$ cat src/rcs_pkg.sv
// Shared constants for the radio configuration serial link
package rcs_pkg;
   // Header byte layout
   localparam int HDR_RW_BIT = 7;
   localparam int HDR_BURST_BIT = 6;
   localparam int ADDR_W = 6;
   localparam logic [7:0] RW_READ = 8'h01;
   // Status byte layout
   localparam int STAT_RDY_BIT = 7;
   localparam logic [7:0] STAT_RESET = 8'h80;
   // Register space
   localparam int REG_COUNT = 64;
   localparam logic [7:0] REG_RESET = 8'h00;
   // System clock
   localparam int CLK_PERIOD_NS = 10;
   // Serial clock half period for the host divider (10 ns cycles)
   localparam int SCLK_HALF_CYC = 8;
   // Pause between bytes in nanoseconds
   localparam int BYTE_GAP_NS = 100;
   localparam int BYTE_GAP_CYC = (BYTE_GAP_NS + CLK_PERIOD_NS - 1) / CLK_PERIOD_NS;
   // Power-down wait before first clock edge, microseconds
   localparam int PD_WAIT_US = 150;
   localparam int PD_WAIT_CYC = (PD_WAIT_US * 1000 + CLK_PERIOD_NS - 1) / CLK_PERIOD_NS;
   // Crystal start-up time modelled in the device, microseconds
   localparam int XTAL_START_US = 100;
   localparam int XTAL_START_CYC = (XTAL_START_US * 1000) / CLK_PERIOD_NS;
   // FIFO depth
   localparam int FIFO_DEPTH = 8;
   localparam int FIFO_W = 8;
endpackage : rcs_pkg

$ cat src/rcs_link_if.sv
// Four-wire serial link between host and device ends
`timescale 1ns/1ps
interface rcs_link_if;
   logic chip_select_n;
   logic sclk;
   logic mosi;
   logic miso;
   logic miso_oe;
   // Serial output floats high when the device is not driving
   wire miso_line = miso_oe ? miso : 1'b1;
   modport device (input chip_select_n, input sclk, input mosi, output miso, output miso_oe);
   modport host (output chip_select_n, output sclk, output mosi, input miso_line);
endinterface : rcs_link_if

$ cat src/rcs_fifo.sv
// Small valid/ready FIFO with parameterised width and depth
`timescale 1ns/1ps
module rcs_fifo #(
   parameter int WIDTH = 8,
   parameter int DEPTH = 8
) (
   input wire logic clock,
   input wire logic rst_n,
   input wire logic [WIDTH-1:0] in_data,
   input wire logic in_valid,
   output logic in_ready,
   output logic [WIDTH-1:0] out_data,
   output logic out_valid,
   input wire logic out_ready
);
   localparam int AW = $clog2(DEPTH);
   logic [WIDTH-1:0] mem_q [DEPTH];
   logic [AW-1:0] wr_q, wr_d, rd_q, rd_d;
   logic [AW:0] cnt_q, cnt_d;
   logic push, pop;

   // Flow control and pointers
   always_comb begin
      push = in_valid && in_ready;
      pop = out_valid && out_ready;
      wr_d = push ? wr_q + 1'b1 : wr_q;
      rd_d = pop ? rd_q + 1'b1 : rd_q;
      cnt_d = cnt_q;
      if (push && !pop) begin
         cnt_d = cnt_q + 1'b1;
      end else if (pop && !push) begin
         cnt_d = cnt_q - 1'b1;
      end
   end

   assign in_ready = (cnt_q != (AW+1)'(DEPTH));
   assign out_valid = (cnt_q != '0);
   assign out_data = mem_q[rd_q];

   // Storage has no reset; only written entries are read
   always_ff @(posedge clock) begin
      if (push) begin
         mem_q[wr_q] <= in_data;
      end
   end

   always_ff @(posedge clock or negedge rst_n) begin
      if (!rst_n) begin
         wr_q <= '0;
         rd_q <= '0;
         cnt_q <= '0;
      end else begin
         wr_q <= wr_d;
         rd_q <= rd_d;
         cnt_q <= cnt_d;
      end
   end
endmodule : rcs_fifo

$ cat src/rcs_device.sv
// Device end: serial slave with register file and status byte
// What the datasheet requires of the link
// - Slave only, every byte MSB first
// - Header is rw, burst, six-bit address
// - Chip select high mid-byte aborts transfer
// - Host waits for low output before clocking
// - Awake device drives output low immediately
// - Reset loads defaults; host rewrites differing registers
// - 10 MHz allowed only with 100 ns gaps
// - No gaps: 9 MHz single, 6.5 burst
// - Blind host waits 150 us from power-down
// - Ready bit high until crystal stable
// - Read flag one reads, zero writes
`timescale 1ns/1ps
module rcs_device
   import rcs_pkg::*;
(
   input wire logic clock,
   input wire logic rst_n,
   rcs_link_if.device link,
   input wire logic sleep_req,
   input wire logic [2:0] chip_state,
   input wire logic [3:0] fifo_bytes,
   output logic crystal_ready_n,
   output logic crystal_off_state,
   output logic [7:0] rx_data,
   output logic rx_valid,
   input wire logic rx_ready,
   output logic overrun
);
   typedef enum logic [1:0] {ST_IDLE, ST_HDR, ST_DATA} rcs_dev_st_t;

   // Two-stage synchronisers for the pins
   logic [1:0] cs_s_q, sck_s_q, si_s_q;
   logic cs_q, sck_q;
   always_ff @(posedge clock or negedge rst_n) begin
      if (!rst_n) begin
         cs_s_q <= 2'h3;
         sck_s_q <= 2'h0;
         si_s_q <= 2'h0;
         cs_q <= 1'b1;
         sck_q <= 1'b0;
      end else begin
         cs_s_q <= {cs_s_q[0], link.chip_select_n};
         sck_s_q <= {sck_s_q[0], link.sclk};
         si_s_q <= {si_s_q[0], link.mosi};
         cs_q <= cs_s_q[1];
         sck_q <= sck_s_q[1];
      end
   end
   logic cs_n, rise, fall, cs_fall;
   assign cs_n = cs_s_q[1];
   assign rise = sck_s_q[1] && !sck_q;
   assign fall = !sck_s_q[1] && sck_q;
   assign cs_fall = !cs_n && cs_q;

   // Crystal model: sleep stops it, chip select wakes it
   logic xtal_on_q, xtal_on_d;
   logic [$clog2(XTAL_START_CYC+1)-1:0] xcnt_q, xcnt_d;
   always_comb begin
      xtal_on_d = xtal_on_q;
      xcnt_d = xcnt_q;
      if (sleep_req && cs_n) begin
         xtal_on_d = 1'b0;
         xcnt_d = '0;
      end else if (!xtal_on_q && !cs_n) begin
         xcnt_d = xcnt_q + 1'b1;
         if (xcnt_q == ($bits(xcnt_q))'(XTAL_START_CYC - 1)) begin
            xtal_on_d = 1'b1;
         end
      end
   end

   // Shifter state
   rcs_dev_st_t st_q, st_d;
   logic [7:0] sr_q, sr_d, tx_q, tx_d;
   logic [2:0] bit_q, bit_d;
   logic rw_q, rw_d, burst_q, burst_d;
   logic [ADDR_W-1:0] addr_q, addr_d;
   logic [7:0] regs_q [REG_COUNT];
   logic wr_en;
   logic [7:0] wr_val, byte_in, status;
   logic push;

   assign byte_in = {sr_q[6:0], si_s_q[1]};
   assign status = {!xtal_on_q, chip_state, fifo_bytes};

   always_comb begin
      st_d = st_q;
      sr_d = sr_q;
      tx_d = tx_q;
      bit_d = bit_q;
      rw_d = rw_q;
      burst_d = burst_q;
      addr_d = addr_q;
      wr_en = 1'b0;
      wr_val = byte_in;
      push = 1'b0;
      if (cs_n) begin
         st_d = ST_IDLE;
         bit_d = '0;
      end else if (cs_fall || (st_q == ST_IDLE && xtal_on_q)) begin
         if (xtal_on_q) begin
            st_d = ST_HDR;
            tx_d = status;
            bit_d = '0;
         end
      end else if (st_q != ST_IDLE && rise) begin
         sr_d = byte_in;
         bit_d = bit_q + 1'b1;
         if (bit_q == 3'h7) begin
            if (st_q == ST_HDR) begin
               rw_d = byte_in[HDR_RW_BIT];
               burst_d = byte_in[HDR_BURST_BIT];
               addr_d = byte_in[ADDR_W-1:0];
               st_d = ST_DATA;
               tx_d = byte_in[HDR_RW_BIT] ? regs_q[byte_in[ADDR_W-1:0]] : status;
            end else begin
               if (!rw_q) begin
                  wr_en = 1'b1;
                  push = 1'b1;
               end
               addr_d = burst_q ? addr_q + 1'b1 : addr_q;
               tx_d = rw_q ? regs_q[burst_q ? addr_q + 1'b1 : addr_q] : status;
            end
         end
      end else if (st_q != ST_IDLE && fall) begin
         if (bit_q != 3'h0) begin
            tx_d = {tx_q[6:0], 1'b0};
         end
      end
   end

   always_ff @(posedge clock or negedge rst_n) begin
      if (!rst_n) begin
         for (int i = 0; i < REG_COUNT; i++) begin
            regs_q[i] <= REG_RESET;
         end
      end else if (wr_en) begin
         regs_q[addr_q] <= wr_val;
      end
   end

   always_ff @(posedge clock or negedge rst_n) begin
      if (!rst_n) begin
         st_q <= ST_IDLE;
         sr_q <= '0;
         tx_q <= STAT_RESET;
         bit_q <= '0;
         rw_q <= 1'b0;
         burst_q <= 1'b0;
         addr_q <= '0;
         xtal_on_q <= 1'b1;
         xcnt_q <= '0;
      end else begin
         st_q <= st_d;
         sr_q <= sr_d;
         tx_q <= tx_d;
         bit_q <= bit_d;
         rw_q <= rw_d;
         burst_q <= burst_d;
         addr_q <= addr_d;
         xtal_on_q <= xtal_on_d;
         xcnt_q <= xcnt_d;
      end
   end

   // Written data bytes leave through the FIFO
   logic f_ready, f_valid;
   logic [7:0] f_data;
   rcs_fifo #(.WIDTH(FIFO_W), .DEPTH(FIFO_DEPTH)) u_fifo (
      .clock(clock),
      .rst_n(rst_n),
      .in_data(byte_in),
      .in_valid(push),
      .in_ready(f_ready),
      .out_data(f_data),
      .out_valid(f_valid),
      .out_ready(rx_ready && !rx_valid)
   );

   // Registered outputs; output high while idle, driven while selected
   logic miso_q, oe_q, ovr_q;
   logic miso_d;
   always_comb begin
      miso_d = miso_q;
      if (st_d == ST_IDLE) begin
         miso_d = 1'b1;
      end else if (st_q == ST_IDLE || fall) begin
         // New byte loads on the eighth rise, shows only after the fall
         miso_d = tx_d[STAT_RDY_BIT];
      end
   end
   always_ff @(posedge clock or negedge rst_n) begin
      if (!rst_n) begin
         miso_q <= 1'b1;
         oe_q <= 1'b0;
         ovr_q <= 1'b0;
         rx_data <= '0;
         rx_valid <= 1'b0;
         crystal_ready_n <= 1'b0;
         crystal_off_state <= 1'b0;
      end else begin
         miso_q <= miso_d;
         oe_q <= !cs_n;
         // Sticky drop flag: register writes never stall
         ovr_q <= ovr_q || (push && !f_ready);
         if (rx_valid && rx_ready) begin
            rx_valid <= 1'b0;
         end else if (f_valid && rx_ready && !rx_valid) begin
            rx_valid <= 1'b1;
            rx_data <= f_data;
         end
         crystal_ready_n <= !xtal_on_q;
         crystal_off_state <= !xtal_on_q;
      end
   end
   assign link.miso = miso_q;
   assign link.miso_oe = oe_q;
   assign overrun = ovr_q;
endmodule : rcs_device

$ cat src/flat_wrapper.sv
// flat-port wrapper written by rule: the top's interface ports become plain ports
module rcs_device_flat import rcs_pkg::*;
  (clock, rst_n, sleep_req, chip_state, fifo_bytes, crystal_ready_n, crystal_off_state, rx_data, rx_valid, rx_ready, overrun, link_chip_select_n, link_sclk, link_mosi, link_miso, link_miso_oe);
  rcs_link_if link_i ();
  input wire logic clock;
  input wire logic rst_n;
  input wire logic sleep_req;
  input wire logic [2:0] chip_state;
  input wire logic [3:0] fifo_bytes;
  output logic crystal_ready_n;
  output logic crystal_off_state;
  output logic [7:0] rx_data;
  output logic rx_valid;
  input wire logic rx_ready;
  output logic overrun;
  input wire logic [$bits(link_i.chip_select_n)-1:0] link_chip_select_n;
  input wire logic [$bits(link_i.sclk)-1:0] link_sclk;
  input wire logic [$bits(link_i.mosi)-1:0] link_mosi;
  output wire logic [$bits(link_i.miso)-1:0] link_miso;
  output wire logic [$bits(link_i.miso_oe)-1:0] link_miso_oe;
  assign link_i.chip_select_n = link_chip_select_n;
  assign link_i.sclk = link_sclk;
  assign link_i.mosi = link_mosi;
  assign link_miso = link_i.miso;
  assign link_miso_oe = link_i.miso_oe;
  rcs_device u_core (.clock(clock), .rst_n(rst_n), .link(link_i), .sleep_req(sleep_req), .chip_state(chip_state), .fifo_bytes(fifo_bytes), .crystal_ready_n(crystal_ready_n), .crystal_off_state(crystal_off_state), .rx_data(rx_data), .rx_valid(rx_valid), .rx_ready(rx_ready), .overrun(overrun));
endmodule
$ cat config.mk
export PLATFORM = sky130hd
export DESIGN_NAME = rcs_device_flat
export DESIGN_NICKNAME = d
export VERILOG_FILES = /design/src/rcs_pkg.sv /design/src/rcs_link_if.sv /design/src/rcs_fifo.sv /design/src/rcs_device.sv /design/src/flat_wrapper.sv
export SDC_FILE = /design/constraint.sdc
export NUM_CORES = 1
export LEC_CHECK = 0
export BUFFER_PORTS_ARGS = -buffer_cell sky130_fd_sc_hd__buf_2
export CAP_MARGIN = 20
export CORE_MARGIN = 2
export CORE_UTILIZATION = 55
export DETAILED_ROUTE_END_ITERATION = 7
export GPL_TIMING_DRIVEN = 0
export PLACE_DENSITY = 0.81
export SLEW_MARGIN = 30
export SYNTH_ARGS = -nofsm -noshare
export SYNTH_HDL_FRONTEND = slang
export SYNTH_HIERARCHICAL = 1
export SYNTH_SLANG_ARGS = --single-unit
$ cat constraint.sdc
create_clock -name clock -period 4.05 [get_ports clock]
set_input_delay 0.6075 -clock clock [delete_from_list [all_inputs] [get_ports clock]]
set_output_delay 0.6075 -clock clock [all_outputs]
set_load 0.01 [all_outputs]
**After elaboration in Yosys (flattened, before gate mapping)**

Memories as Yosys holds them, arrays and structs flattened. A register that Yosys moved wholly into a read port is not among the register bits.
Index checks and enable logic that the tools add are counted.

- Eq/ne operators: 7
- Bitwise logic cells: 6
- $add $sub $neg: 7
- Magnitude comparators: 4
- Reductions and logical operators: 50
- Multiplexer cells: 50

Operator list:

| kind | count |
|---|---|
| 512-bit bitwise mux | 1 |
| 8-bit two-way mux | 15 |
| 8-bit binary-select mux with 6-bit select | 2 |
| 8-bit demux with 6-bit select | 1 |
| 14-bit two-way mux | 2 |
| 7-bit greater-or-equal comparator (second input constant) | 3 |
| 6-bit inverter with 7-bit output | 3 |
| 1-bit logical AND | 18 |
| 1-bit two-way mux | 15 |
| 14-bit by 1-bit adder with 14-bit output (second input constant) | 1 |
| 14-bit == test (second input constant) | 1 |
| 2-bit two-way mux | 6 |
| 3-bit two-way mux | 4 |
| 6-bit two-way mux | 2 |
| 2-bit nonzero test | 6 |
| 3-bit nonzero test | 4 |
| 5-bit AND reduction | 2 |
| 3-bit by 1-bit adder with 3-bit output (second input constant) | 3 |
| 1-bit zero test | 9 |
| 4-bit two-way mux | 2 |
| 7-bit by 1-bit < comparator with 1-bit output (second input constant) | 1 |
| 6-bit by 1-bit adder with 6-bit output (second input constant) | 1 |
| 2-bit AND reduction | 3 |
| 4-bit by 1-bit adder with 4-bit output (second input constant) | 1 |
| 13 further kinds | 18 |

- RAM bits: 64
- Logic and storage cells: 212
- Memories kept: 1
- Register bits: 578

Memories:

| name | depth | width | rd ports | clocked after Yosys merged registers in | write ports | RTL line | RTL |
|---|---|---|---|---|---|---|---|
| u_core.u_fifo.mem_q | 8 | 8 | 1 | 1 | 1 | rcs_fifo.sv:17 | `logic [WIDTH-1:0] mem_q [DEPTH];` |

**Longest topological paths before layout**

Gate-level depths: netlist (run 1).

- Depth in word-level cells: 14
- Gate-level depth with buffers: 14
- Gate-level depth less buffers: 13

**Modules after synthesis**

Netlist (run 1), hierarchy kept.

Modules (own cells, without submodules):

| module | area an instance (um2) | instances | cells each | seq. area each (um2) |
|---|---|---|---|---|
| rcs_device | 32747.7 | 1 | 2452 | 14421.3 |
| rcs_fifo | 3106.7 | 1 | 155 | 2172.1 |

**Least setup slack after synthesis (run 1)**

Ideal clock, no wire load.

- Kind: flip-flop to flip-flop
- Start point: register u_core.bit_q[0]
- End point: register u_core.u_fifo.cnt_q[3]
- Slack: 1034 ps
- Stages on the path, launching flop included: 15
- Data required time: 3919 ps
- Data arrival time: 2885 ps
- Cells stage by stage: dfrtp_1 -> ha_1 -> ha_1 -> and3_1 -> clkbuf_1 -> nand3_1 -> nor2_1 -> nand2_2 -> inv_1 -> ha_1 -> inv_1 -> ha_1 -> or4_1 -> o211ai_1 -> o211ai_1

- Word-level cells in the longest chain between the ends: 9
- Elaborated cells on any way between the ends: 11

Ends and longest elaborated chain:

| item | RTL line | RTL |
|---|---|---|
| start, declared | rcs_device.sv:77 | `logic [2:0] bit_q, bit_d;` |
| start signal, assigned | rcs_device.sv:159 | `bit_q <= bit_d;` |
| 3-bit == test * | rcs_device.sv:111 | `if (bit_q == 3'h7) begin` |
| 1-bit two-way mux * | rcs_device.sv:111 |  |
| 1-bit two-way mux * | rcs_device.sv:108 | `end else if (st_q != ST_IDLE && rise) begin` |
| 1-bit two-way mux * | rcs_device.sv:102 | `end else if (cs_fall \|\| (st_q == ST_IDLE && xtal_on_q)) begin` |
| 1-bit two-way mux * | rcs_device.sv:99 | `if (cs_n) begin` |
| via u_core.push | rcs_device.sv:83 | `logic push;` |
| 1-bit logical AND * | rcs_fifo.sv:24 | `push = in_valid && in_ready;` |
| via u_core.u_fifo.push | rcs_fifo.sv:20 | `logic push, pop;` |
| 1-bit zero test | rcs_fifo.sv:31 | `end else if (pop && !push) begin` |
| 1-bit logical AND | rcs_fifo.sv:31 |  |
| 2-bit nonzero test (no line) | - |  |
| end signal, assigned | rcs_fifo.sv:55 | `cnt_q <= cnt_d;` |
| end, declared | rcs_fifo.sv:19 | `logic [AW:0] cnt_q, cnt_d;` |

The timed path passes the listed nets; every way through them passes the cells marked *.
A chain may end at the register's enable or synchronous reset.

**Worst setup path in the final report (run 1)**

- Start point: register u_core.sr_q[1]
- End point: register u_core.tx_q[6]

- Word-level cells in the longest chain between the ends: 9

Ends and longest elaborated chain:

| item | RTL line | RTL |
|---|---|---|
| start, declared | rcs_device.sv:76 | `logic [7:0] sr_q, sr_d, tx_q, tx_d;` |
| start signal, assigned | rcs_device.sv:157 | `sr_q <= sr_d;` |
| 6-bit inverter with 7-bit output (implied by the code) | rcs_device.sv:117 | `tx_d = byte_in[HDR_RW_BIT] ? regs_q[byte_in[ADDR_W-1:0]] : status;` |
| 8-bit binary-select mux with 6-bit select | rcs_device.sv:117 |  |
| 8-bit two-way mux (implied by the code) (2 in a row) | rcs_device.sv:117 |  |
| 8-bit two-way mux | rcs_device.sv:117 |  |
| 8-bit two-way mux | rcs_device.sv:112 | `if (st_q == ST_HDR) begin` |
| 8-bit two-way mux | rcs_device.sv:111 |  |
| 8-bit two-way mux | rcs_device.sv:108 |  |
| 8-bit two-way mux | rcs_device.sv:102 |  |
| end signal, assigned | rcs_device.sv:158 | `tx_q <= tx_d;` |
| end, declared | rcs_device.sv:76 |  |

Every way passes these cells. The select of a mux whose other input is x is not followed.

==> results summary, run 1 <==
After detailed routing, the number of vias per cell comes to 7.45. The synthesized design contains 650 register bits. The number of setup violations in the final report came out at 10. The power density relative to cell area is 339 nW/um2. The wire length of the first global-routing pass came out at 214 mm. The tool flagged a number of max-cap violations equal to 0. Leaving out fill and tap cells, the most frequent cell in the layout is sky130_fd_sc_hd__dfrtp_1. The x dimension of the die is 259 um. The final layout contains 2,746 nets. Clock skew on the completed layout was measured at 36.3 ps. The required time at the endpoint of the critical path is 4560 ps. The die is 259 um tall.

Clock latency on the worst-skew pair, taken at its later pin, is 650 ps. The post-synth net total came out at 2,632. The routed layout has 27,100 vias. Once layout is complete, the utilization of the core stands at 62.1%.

In this run the clock root is driven by a sky130_fd_sc_hd__clkbuf_16. The library cells used most frequently in the layout, excluding fill and tap cells, are sky130_fd_sc_hd__dfrtp_1 (577), sky130_fd_sc_hd__mux2_2 (554), sky130_fd_sc_hd__mux4_2 (226), sky130_fd_sc_hd__mux2i_1 (172), sky130_fd_sc_hd__nand2_1 (97). The final standard cell count with taps included and fillers excluded came out at 3,637.

The HPWL after detailed placement came out at 112 mm. The worst setup path is of the reg -> reg kind. The synthesized instance count came out at 2,607. The share of synthesized registers carrying an async set or reset is 90.2%. The cell area after synthesis is 35,900 um2.

The floorplan core area is 64,500 um2. The number of CTS-inserted buffers is 72. The routability-driven placement congestion ratio is 1.03. The checks that failed: negative setup slack. The count of buffers added on input and output ports is 27. TritonCTS built the clock tree. The average instance area after synthesis came out at 13.8 um2.

The part of the Yosys area used for sequential elements is 46.3%. The remaining global-route overflow is 0. After detailed routing, the average wire length per cell comes to 42.4 um. During synthesis, Yosys emitted a total of 6 warnings. The worst hold path belongs to the class in -> reg.

The leakage dissipation is 16.4 nW. The count of flip-flops with a built-in enable after synthesis is 64. The setup slack at placement is -570 ps. Total power for the finished layout comes to 13.6 mW. The maximum clock rate is 0.242 GHz. The clock period minus final worst setup slack is 4130 ps. The fraction of layout cells with a size suffix above 1 came out at 42.2%. The arrival time of data at the critical path endpoint is 4640 ps. The reg-to-reg setup timing slack came out at -80 ps.

The run finished, with violations left. Wires add up to 154 mm. Row generation in the floorplan step produced 93 rows. The maximum fanout along the worst path is 14. The aggregate global-route resource usage came out at 46.7%. Compared with the post-synthesis result, the final layout area differs by 11.6%. Setup repair after global routing left no endpoint under its margin. The distinct cell type count of the synthesized netlist came out at 86.

The number of DRC markers in iteration 0 came out at 3,851. The clock-pin slew reported for the worst setup and hold paths after clock tree synthesis came out at 60 ps. The final count of pins violating max slew was 0. Dividing the final minimum period by the clock period gives 102%. The kind of end point of the critical path is a register. The kind of start point of the critical path is a register.

The number of placed instances, taps included is 3,500. The count of endpoints failing hold in the final timing report came out at 0. The first detailed-routing pass ran for 5 iterations.

The largest net degree at the start of global routing is 90. The peak supply drop is 0.398 mV. The worst slew margin relative to its limit is 28.6%. The effective utilization at floorplan is 55.6%. During I/O placement, the number of pins put on the boundary was 28. Among all flip-flop cells after synthesis, the most frequent one is sky130_fd_sc_hd__dfrtp_1. The initial antenna violation count came out at 11. The worst-case setup margin in the final layout came out at -78.4 ps. The detailed-route DRC error count is 0. The count of clock tree sinks came out at 650. The via count of the first global-routing pass was 27,200. The die covers 67,200 um2. The depth of the CTS H-tree came out at 3. The detail route stage leaves a number of antenna-violating nets equal to 0. The clock tree buffer depth is 3.

The slew at the pin closest to its max-slew limit came out at 1070 ps.
-- sequential cells by signal, indices dropped and copies added (netlist names), 2 cells and up --
register and count:
u_core/si_s_q 2, u_core/u_fifo/cnt_q 4, u_core/sr_q 7, u_core/u_fifo/mem_q 64
u_core/u_fifo/wr_q 3, u_core/regs_q 512, u_core/bit_q 3, u_core/xcnt_q 14
u_core/addr_q 6, u_core/u_fifo/rd_q 3, u_core/rx_data 8, u_core/sck_s_q 2
u_core/tx_q 8, u_core/cs_s_q 2, u_core/st_q 2
-- per-layer routing --
metal  GRT usage (%)  share of wire, %
met1            57.6                36
met5               0             0.045
met4            35.4               9.5
met3            15.6                11
met2            68.2                43
-- worst max-delay path, stage by stage (launching register included) --
cell	delay, ps
sky130_fd_sc_hd__dfrtp_2	660
sky130_fd_sc_hd__buf_2	410
sky130_fd_sc_hd__buf_2	520
sky130_fd_sc_hd__buf_4	450
sky130_fd_sc_hd__clkbuf_2	520
sky130_fd_sc_hd__mux2i_1	460
sky130_fd_sc_hd__nor3_1	190
sky130_fd_sc_hd__a211oi_1	290
sky130_fd_sc_hd__o211ai_1	190
sky130_fd_sc_hd__a31o_1	270
-- cell usage after synthesis, types with 7 or more instances --
master	number	area (um2)
sky130_fd_sc_hd__o22ai_1	38	238
sky130_fd_sc_hd__nor2_2	65	407
sky130_fd_sc_hd__mux2i_1	175	1750
sky130_fd_sc_hd__nand4_1	22	138
sky130_fd_sc_hd__nor2_1	68	255
sky130_fd_sc_hd__buf_2	55	275
sky130_fd_sc_hd__a221oi_1	10	87.6
sky130_fd_sc_hd__nand2_1	97	364
sky130_fd_sc_hd__and2_1	8	50.1
sky130_fd_sc_hd__or3_1	14	87.6
sky130_fd_sc_hd__buf_1	21	78.8
sky130_fd_sc_hd__a211oi_1	13	97.6
sky130_fd_sc_hd__nand3_1	48	240
sky130_fd_sc_hd__a2111oi_0	9	78.8
sky130_fd_sc_hd__a22oi_1	49	368
sky130_fd_sc_hd__inv_1	17	63.8
sky130_fd_sc_hd__edfxtp_1	64	1920
sky130_fd_sc_hd__ha_1	10	125
sky130_fd_sc_hd__o211ai_1	14	105
sky130_fd_sc_hd__a21oi_1	39	195
sky130_fd_sc_hd__nand2b_1	13	81.3
sky130_fd_sc_hd__and3_1	12	75.1
sky130_fd_sc_hd__nor3_1	23	115
sky130_fd_sc_hd__nor3b_1	7	52.6
sky130_fd_sc_hd__buf_4	25	188
sky130_fd_sc_hd__nand3b_1	9	67.6
sky130_fd_sc_hd__a31oi_1	11	68.8
sky130_fd_sc_hd__nor4_1	8	50.1
sky130_fd_sc_hd__mux2_2	554	6240
sky130_fd_sc_hd__clkbuf_1	103	387
sky130_fd_sc_hd__mux4_2	226	5090
sky130_fd_sc_hd__nor2b_1	13	81.3
sky130_fd_sc_hd__mux4_1	16	420
sky130_fd_sc_hd__dfrtp_1	580	14500
sky130_fd_sc_hd__o21ai_0	48	240
-- area by class of cell --
class	instances	area (um2)
Antenna cell	5	12.5
Multi-Input combinational cell	1727	18400
Buffer	205	1090
Clock inverter	32	340
Inverter	20	75.1
Sequential cell	650	16600
Fill cell	4834	24400
Timing Repair Buffer	45	445
Clock buffer	98	2010
Tap cell	855	1070
-- path summary, 6_finish.rpt --
kind                               startpoint                      to  cells after the start
setup / recovery               u_core/sr_q[1]          u_core/tx_q[6]                      9
hold / removal             link_chip_select_n        u_core/cs_s_q[0]                      1
setup reg to reg               u_core/sr_q[1]          u_core/tx_q[6]                      9
hold reg to reg              u_core/cs_s_q[0]        u_core/cs_s_q[1]                      0
max in group asynchronous               rst_n      u_core/regs_q[213]                      4
min in group asynchronous               rst_n  u_core/u_fifo/cnt_q[2]                      2
-- timing repair --
item / CTS / global route
setup endpoints to repair: 79 / 31
hold buffers: 1 / 0
pin swaps: 1 / 1
endpoints found under the hold margin: 54 / 0
buffers inserted: 4 / 2
gates resized for setup: 40 / 16
-- stage by stage --
stage / hold WS, ps / instance area, um2 / TNS [ps]
after floorplan: 312 / 35900 / 0
after global placement: 346 / 37100 / -5508700
after detailed placement: 346 / 37400 / -9190
after CTS: 68.6 / 39900 / 0
after global routing: 78.5 / 40000 / 0
final: 90.4 / 40000 / -301
-- power breakdown --
part	internal (mW)	total [mW]	switching (mW)
sequential	6.59	6.60	0.0158
combinational	0.0824	0.332	0.250
clock	3.82	6.62	2.80
total	10.5	13.6	3.06
-- cells by family (layout without fill, tap and decap cells) --
family	after synthesis	in the layout	share of synthesized area [%]
DFF	650	650	46.3
and+or+nand+nor	431	431	6.32
buffers and inverters	230	400	3.01
muxes	972	972	37.7
adders and majority gates	11	11	0.405
other	0	5	0
xor gates and xnor gates	11	11	0.363
AOI/OAI and AO/OA	302	302	5.93
(Power assumes the default switching activity.)
==> inputs of run 2 (changes only) <==
--- a/config.mk
+++ b/config.mk
@@ -10,8 +10,9 @@
 export CORE_MARGIN = 2
 export CORE_UTILIZATION = 55
 export DETAILED_ROUTE_END_ITERATION = 7
-export GPL_TIMING_DRIVEN = 0
+export GPL_TIMING_DRIVEN = 1
 export PLACE_DENSITY = 0.81
+export SETUP_SLACK_MARGIN = 0.2
 export SLEW_MARGIN = 30
 export SYNTH_ARGS = -nofsm -noshare
 export SYNTH_HDL_FRONTEND = slang
==> results summary, run 2 (same netlist as run 1, synthesis figures left out) <==
The run finished with clean final reports. The worst clock skew is 28.1 ps. The routed design could run at a clock period as short as 3730 ps. At the end of routability-driven placement, the weighted congestion stood at 0.991.

The count of clock tree sinks is 650. The required time at the endpoint of the critical path is 4560 ps. The fraction of layout cells with a size suffix above 1 is 42.8%.

The latest clock arrival within the worst-skew pair came out at 640 ps. The worst-case IR drop observed on VDD is 0.311 mV. The quantity of hold-fixing buffers added after cts came out at 0. The kind of end point of the critical path is a register.

The slew at the pin closest to its max-slew limit is 985 ps. The via count of the routed design is 25,100. The remaining global-route overflow is 0.

The HPWL after detailed placement came out at 70.9 mm. The aggregate global-route resource usage came out at 32.3%. The number of nets in the layout came out at 2,625. The number of buffers inserted by port buffering came out at 27.

Of the total power, the share spent switching nets is 22.2%. The number of core rows came out at 93. The register with the most flip-flops in the layout has 512 of them. The clock tree synthesis step divided the H-tree into 3 levels. The count of endpoints failing hold in the final timing report is 0.

The x dimension of the die came out at 259 um. Counting the fill cells in the layout gives 4,664. The effective utilization at floorplan is 55.6%.

The initial antenna violation count is 3. The final design utilization is 61.2%. The largest registers in the layout are u_core/regs_q x512, u_core/u_fifo/mem_q x64, u_core/xcnt_q x14. The growth of design area from synthesis to finish is 10.0%. The wire length of the first global-routing pass came out at 163 mm. In the final routed layout, each cell accounts on average for 30.4 um.

The floorplan core area is 64,500 um2. More flip-flops sit in one register than any other, and that register is u_core/regs_q. The via density per instance is 7.16. The final critical-path share of the clock period came out at 92.1%. The pre-antenna-repair detailed-routing pass consisted of 8 iterations. The die area came out at 67,200 um2.

The detailed-route DRC error count is 0. The clock network is responsible for 48.3% of the overall power. In this run the clock root is driven by a sky130_fd_sc_hd__clkbuf_16.

The post-CTS setup repair buffer count is 0. The number of max-cap violations is 0. The power density relative to cell area came out at 338 nW/um2. In this run the worst hold path is classified as in -> async. The number of I/O pins is 28.

The via count of the first global-routing pass is 25,500. The maximum clock rate is 0.268 GHz. The clock-pin slew reported for the worst setup and hold paths after clock tree synthesis came out at 60 ps. The post-cts repair resize count came out at 0. In the layout the commonest cells are sky130_fd_sc_hd__dfrtp_1 (570), sky130_fd_sc_hd__mux2_2 (554), sky130_fd_sc_hd__mux4_2 (226), sky130_fd_sc_hd__mux2i_1 (175), sky130_fd_sc_hd__nand2_1 (96). Setup repair after global routing left no endpoint under its margin. The arrival time of data at the critical path endpoint came out at 4240 ps. The overall routed net length came out at 107 mm. In this run, the number of DRC markers left after iteration 0 of detailed routing was 3,157. Summed over all failing endpoints, the final setup total negative slack is 0 ps. Once detail routing completed, the nets flagged for antenna violations numbered 0. The y dimension of the die is 259 um.

Leaving out fill and tap cells, the most frequent cell in the layout is sky130_fd_sc_hd__dfrtp_1. The final count of pins violating max slew was 0. The cell internal power dissipation is 10.4 mW. The clock tree buffer depth came out at 3. The clock tree from TritonCTS is yes. The largest net degree at the start of global routing is 97. The kind of start point of the critical path is a register. The switching power came out at 2.95 mW. The number of CTS-inserted buffers is 68. The maximum fanout along the worst path came out at 8. Setup violations remaining at the end of the flow were counted as 0.

The sequential power share came out at 49.7%. The critical path class is reg -> reg. The leakage dissipation is 16.2 nW. 0 antenna diodes ended up in the layout.

Headroom to the max-slew limit came out at 32.7%. The combinational group share of total power is 2.0%.
run 2: changes by cell type in the layout (fill, tap and decap cells not counted), moves of 6 or more:
cell,change
sky130_fd_sc_hd__buf_12,+17
sky130_fd_sc_hd__clkinv_1,-6
sky130_fd_sc_hd__clkbuf_2,-25
sky130_fd_sc_hd__buf_2,-48
sky130_fd_sc_hd__buf_16,-7
sky130_fd_sc_hd__buf_1,-10
sky130_fd_sc_hd__clkbuf_1,-80
sky130_fd_sc_hd__dfrtp_1,-7
sky130_fd_sc_hd__buf_4,+46
sky130_fd_sc_hd__buf_6,-8
run 2: path summary, 6_finish.rpt:
path | start | end | cells past startpoint | slack, ps
max in group asynchronous | rst_n | u_core/regs_q[440] | 2 | 2940
setup reg to reg | u_core/bit_q[0] | u_core/regs_q[490] | 8 | 320
setup / recovery | u_core/bit_q[0] | u_core/regs_q[490] | 8 | 320
min in group clock | link_chip_select_n | u_core/cs_s_q[0] | 1 | 60
hold / removal | rst_n | u_core/regs_q[90] | 1 | 50
hold reg to reg | u_core/cs_s_q[0] | u_core/cs_s_q[1] | 0 | 360
run 2: layout make-up:
type,count,area [um2],area share (%)
timing repair buffer,133,1190,3.02
sequential,650,16600,42.1
clock inverter,36,438,1.11
clock buffer,86,1830,4.64
multi-input combinational,1727,18200,46.2
tap,855,1070,2.71
inverter,20,75.1,0.190
run 2: metrics by stage:
step                hold WS, ps  setup slack (ps)  instances  area (um2)  total power, mW
floorplan                   312              1030       2607       35900             6.82
global placement            343               661       3385       37200             7.00
detailed placement          341               579       3385       37200             7.01
CTS                        51.5               538       3507       39400             13.4
global route               49.7               204       3507       39400             13.7
finish                     49.4               318       3507       39400             13.3
run 2: worst max-delay path, stage by stage, from the launching register on:
cell                      delay (ps)
sky130_fd_sc_hd__dfrtp_1         400
sky130_fd_sc_hd__ha_1            170
sky130_fd_sc_hd__ha_1            280
sky130_fd_sc_hd__and3_1          310
sky130_fd_sc_hd__nand3_1         260
sky130_fd_sc_hd__nor3b_1         330
sky130_fd_sc_hd__nand2_1         620
sky130_fd_sc_hd__nor2_2          810
sky130_fd_sc_hd__mux2_2          420
run 2: power groups by stage:
| stage | logic [mW] | clock network [mW] | registers (mW) |
|---|---|---|---|
| floorplan | 0.105 | 0 | 6.72 |
| global placement | 0.269 | 0 | 6.73 |
| detailed placement | 0.278 | 0 | 6.73 |
| CTS | 0.279 | 6.48 | 6.61 |
| global route | 0.306 | 6.77 | 6.61 |
| finish | 0.271 | 6.43 | 6.61 |
run 2: layer usage:
layer / track usage [%] / wire length [um] / vias up
li1: - / - / 10100
met1: 43.6 / 40600 / 13100
met2: 49.7 / 49300 / 1546
met3: 7.90 / 11000 / 346
met4: 15.1 / 5750 / 4
met5: 0 / 30 / -
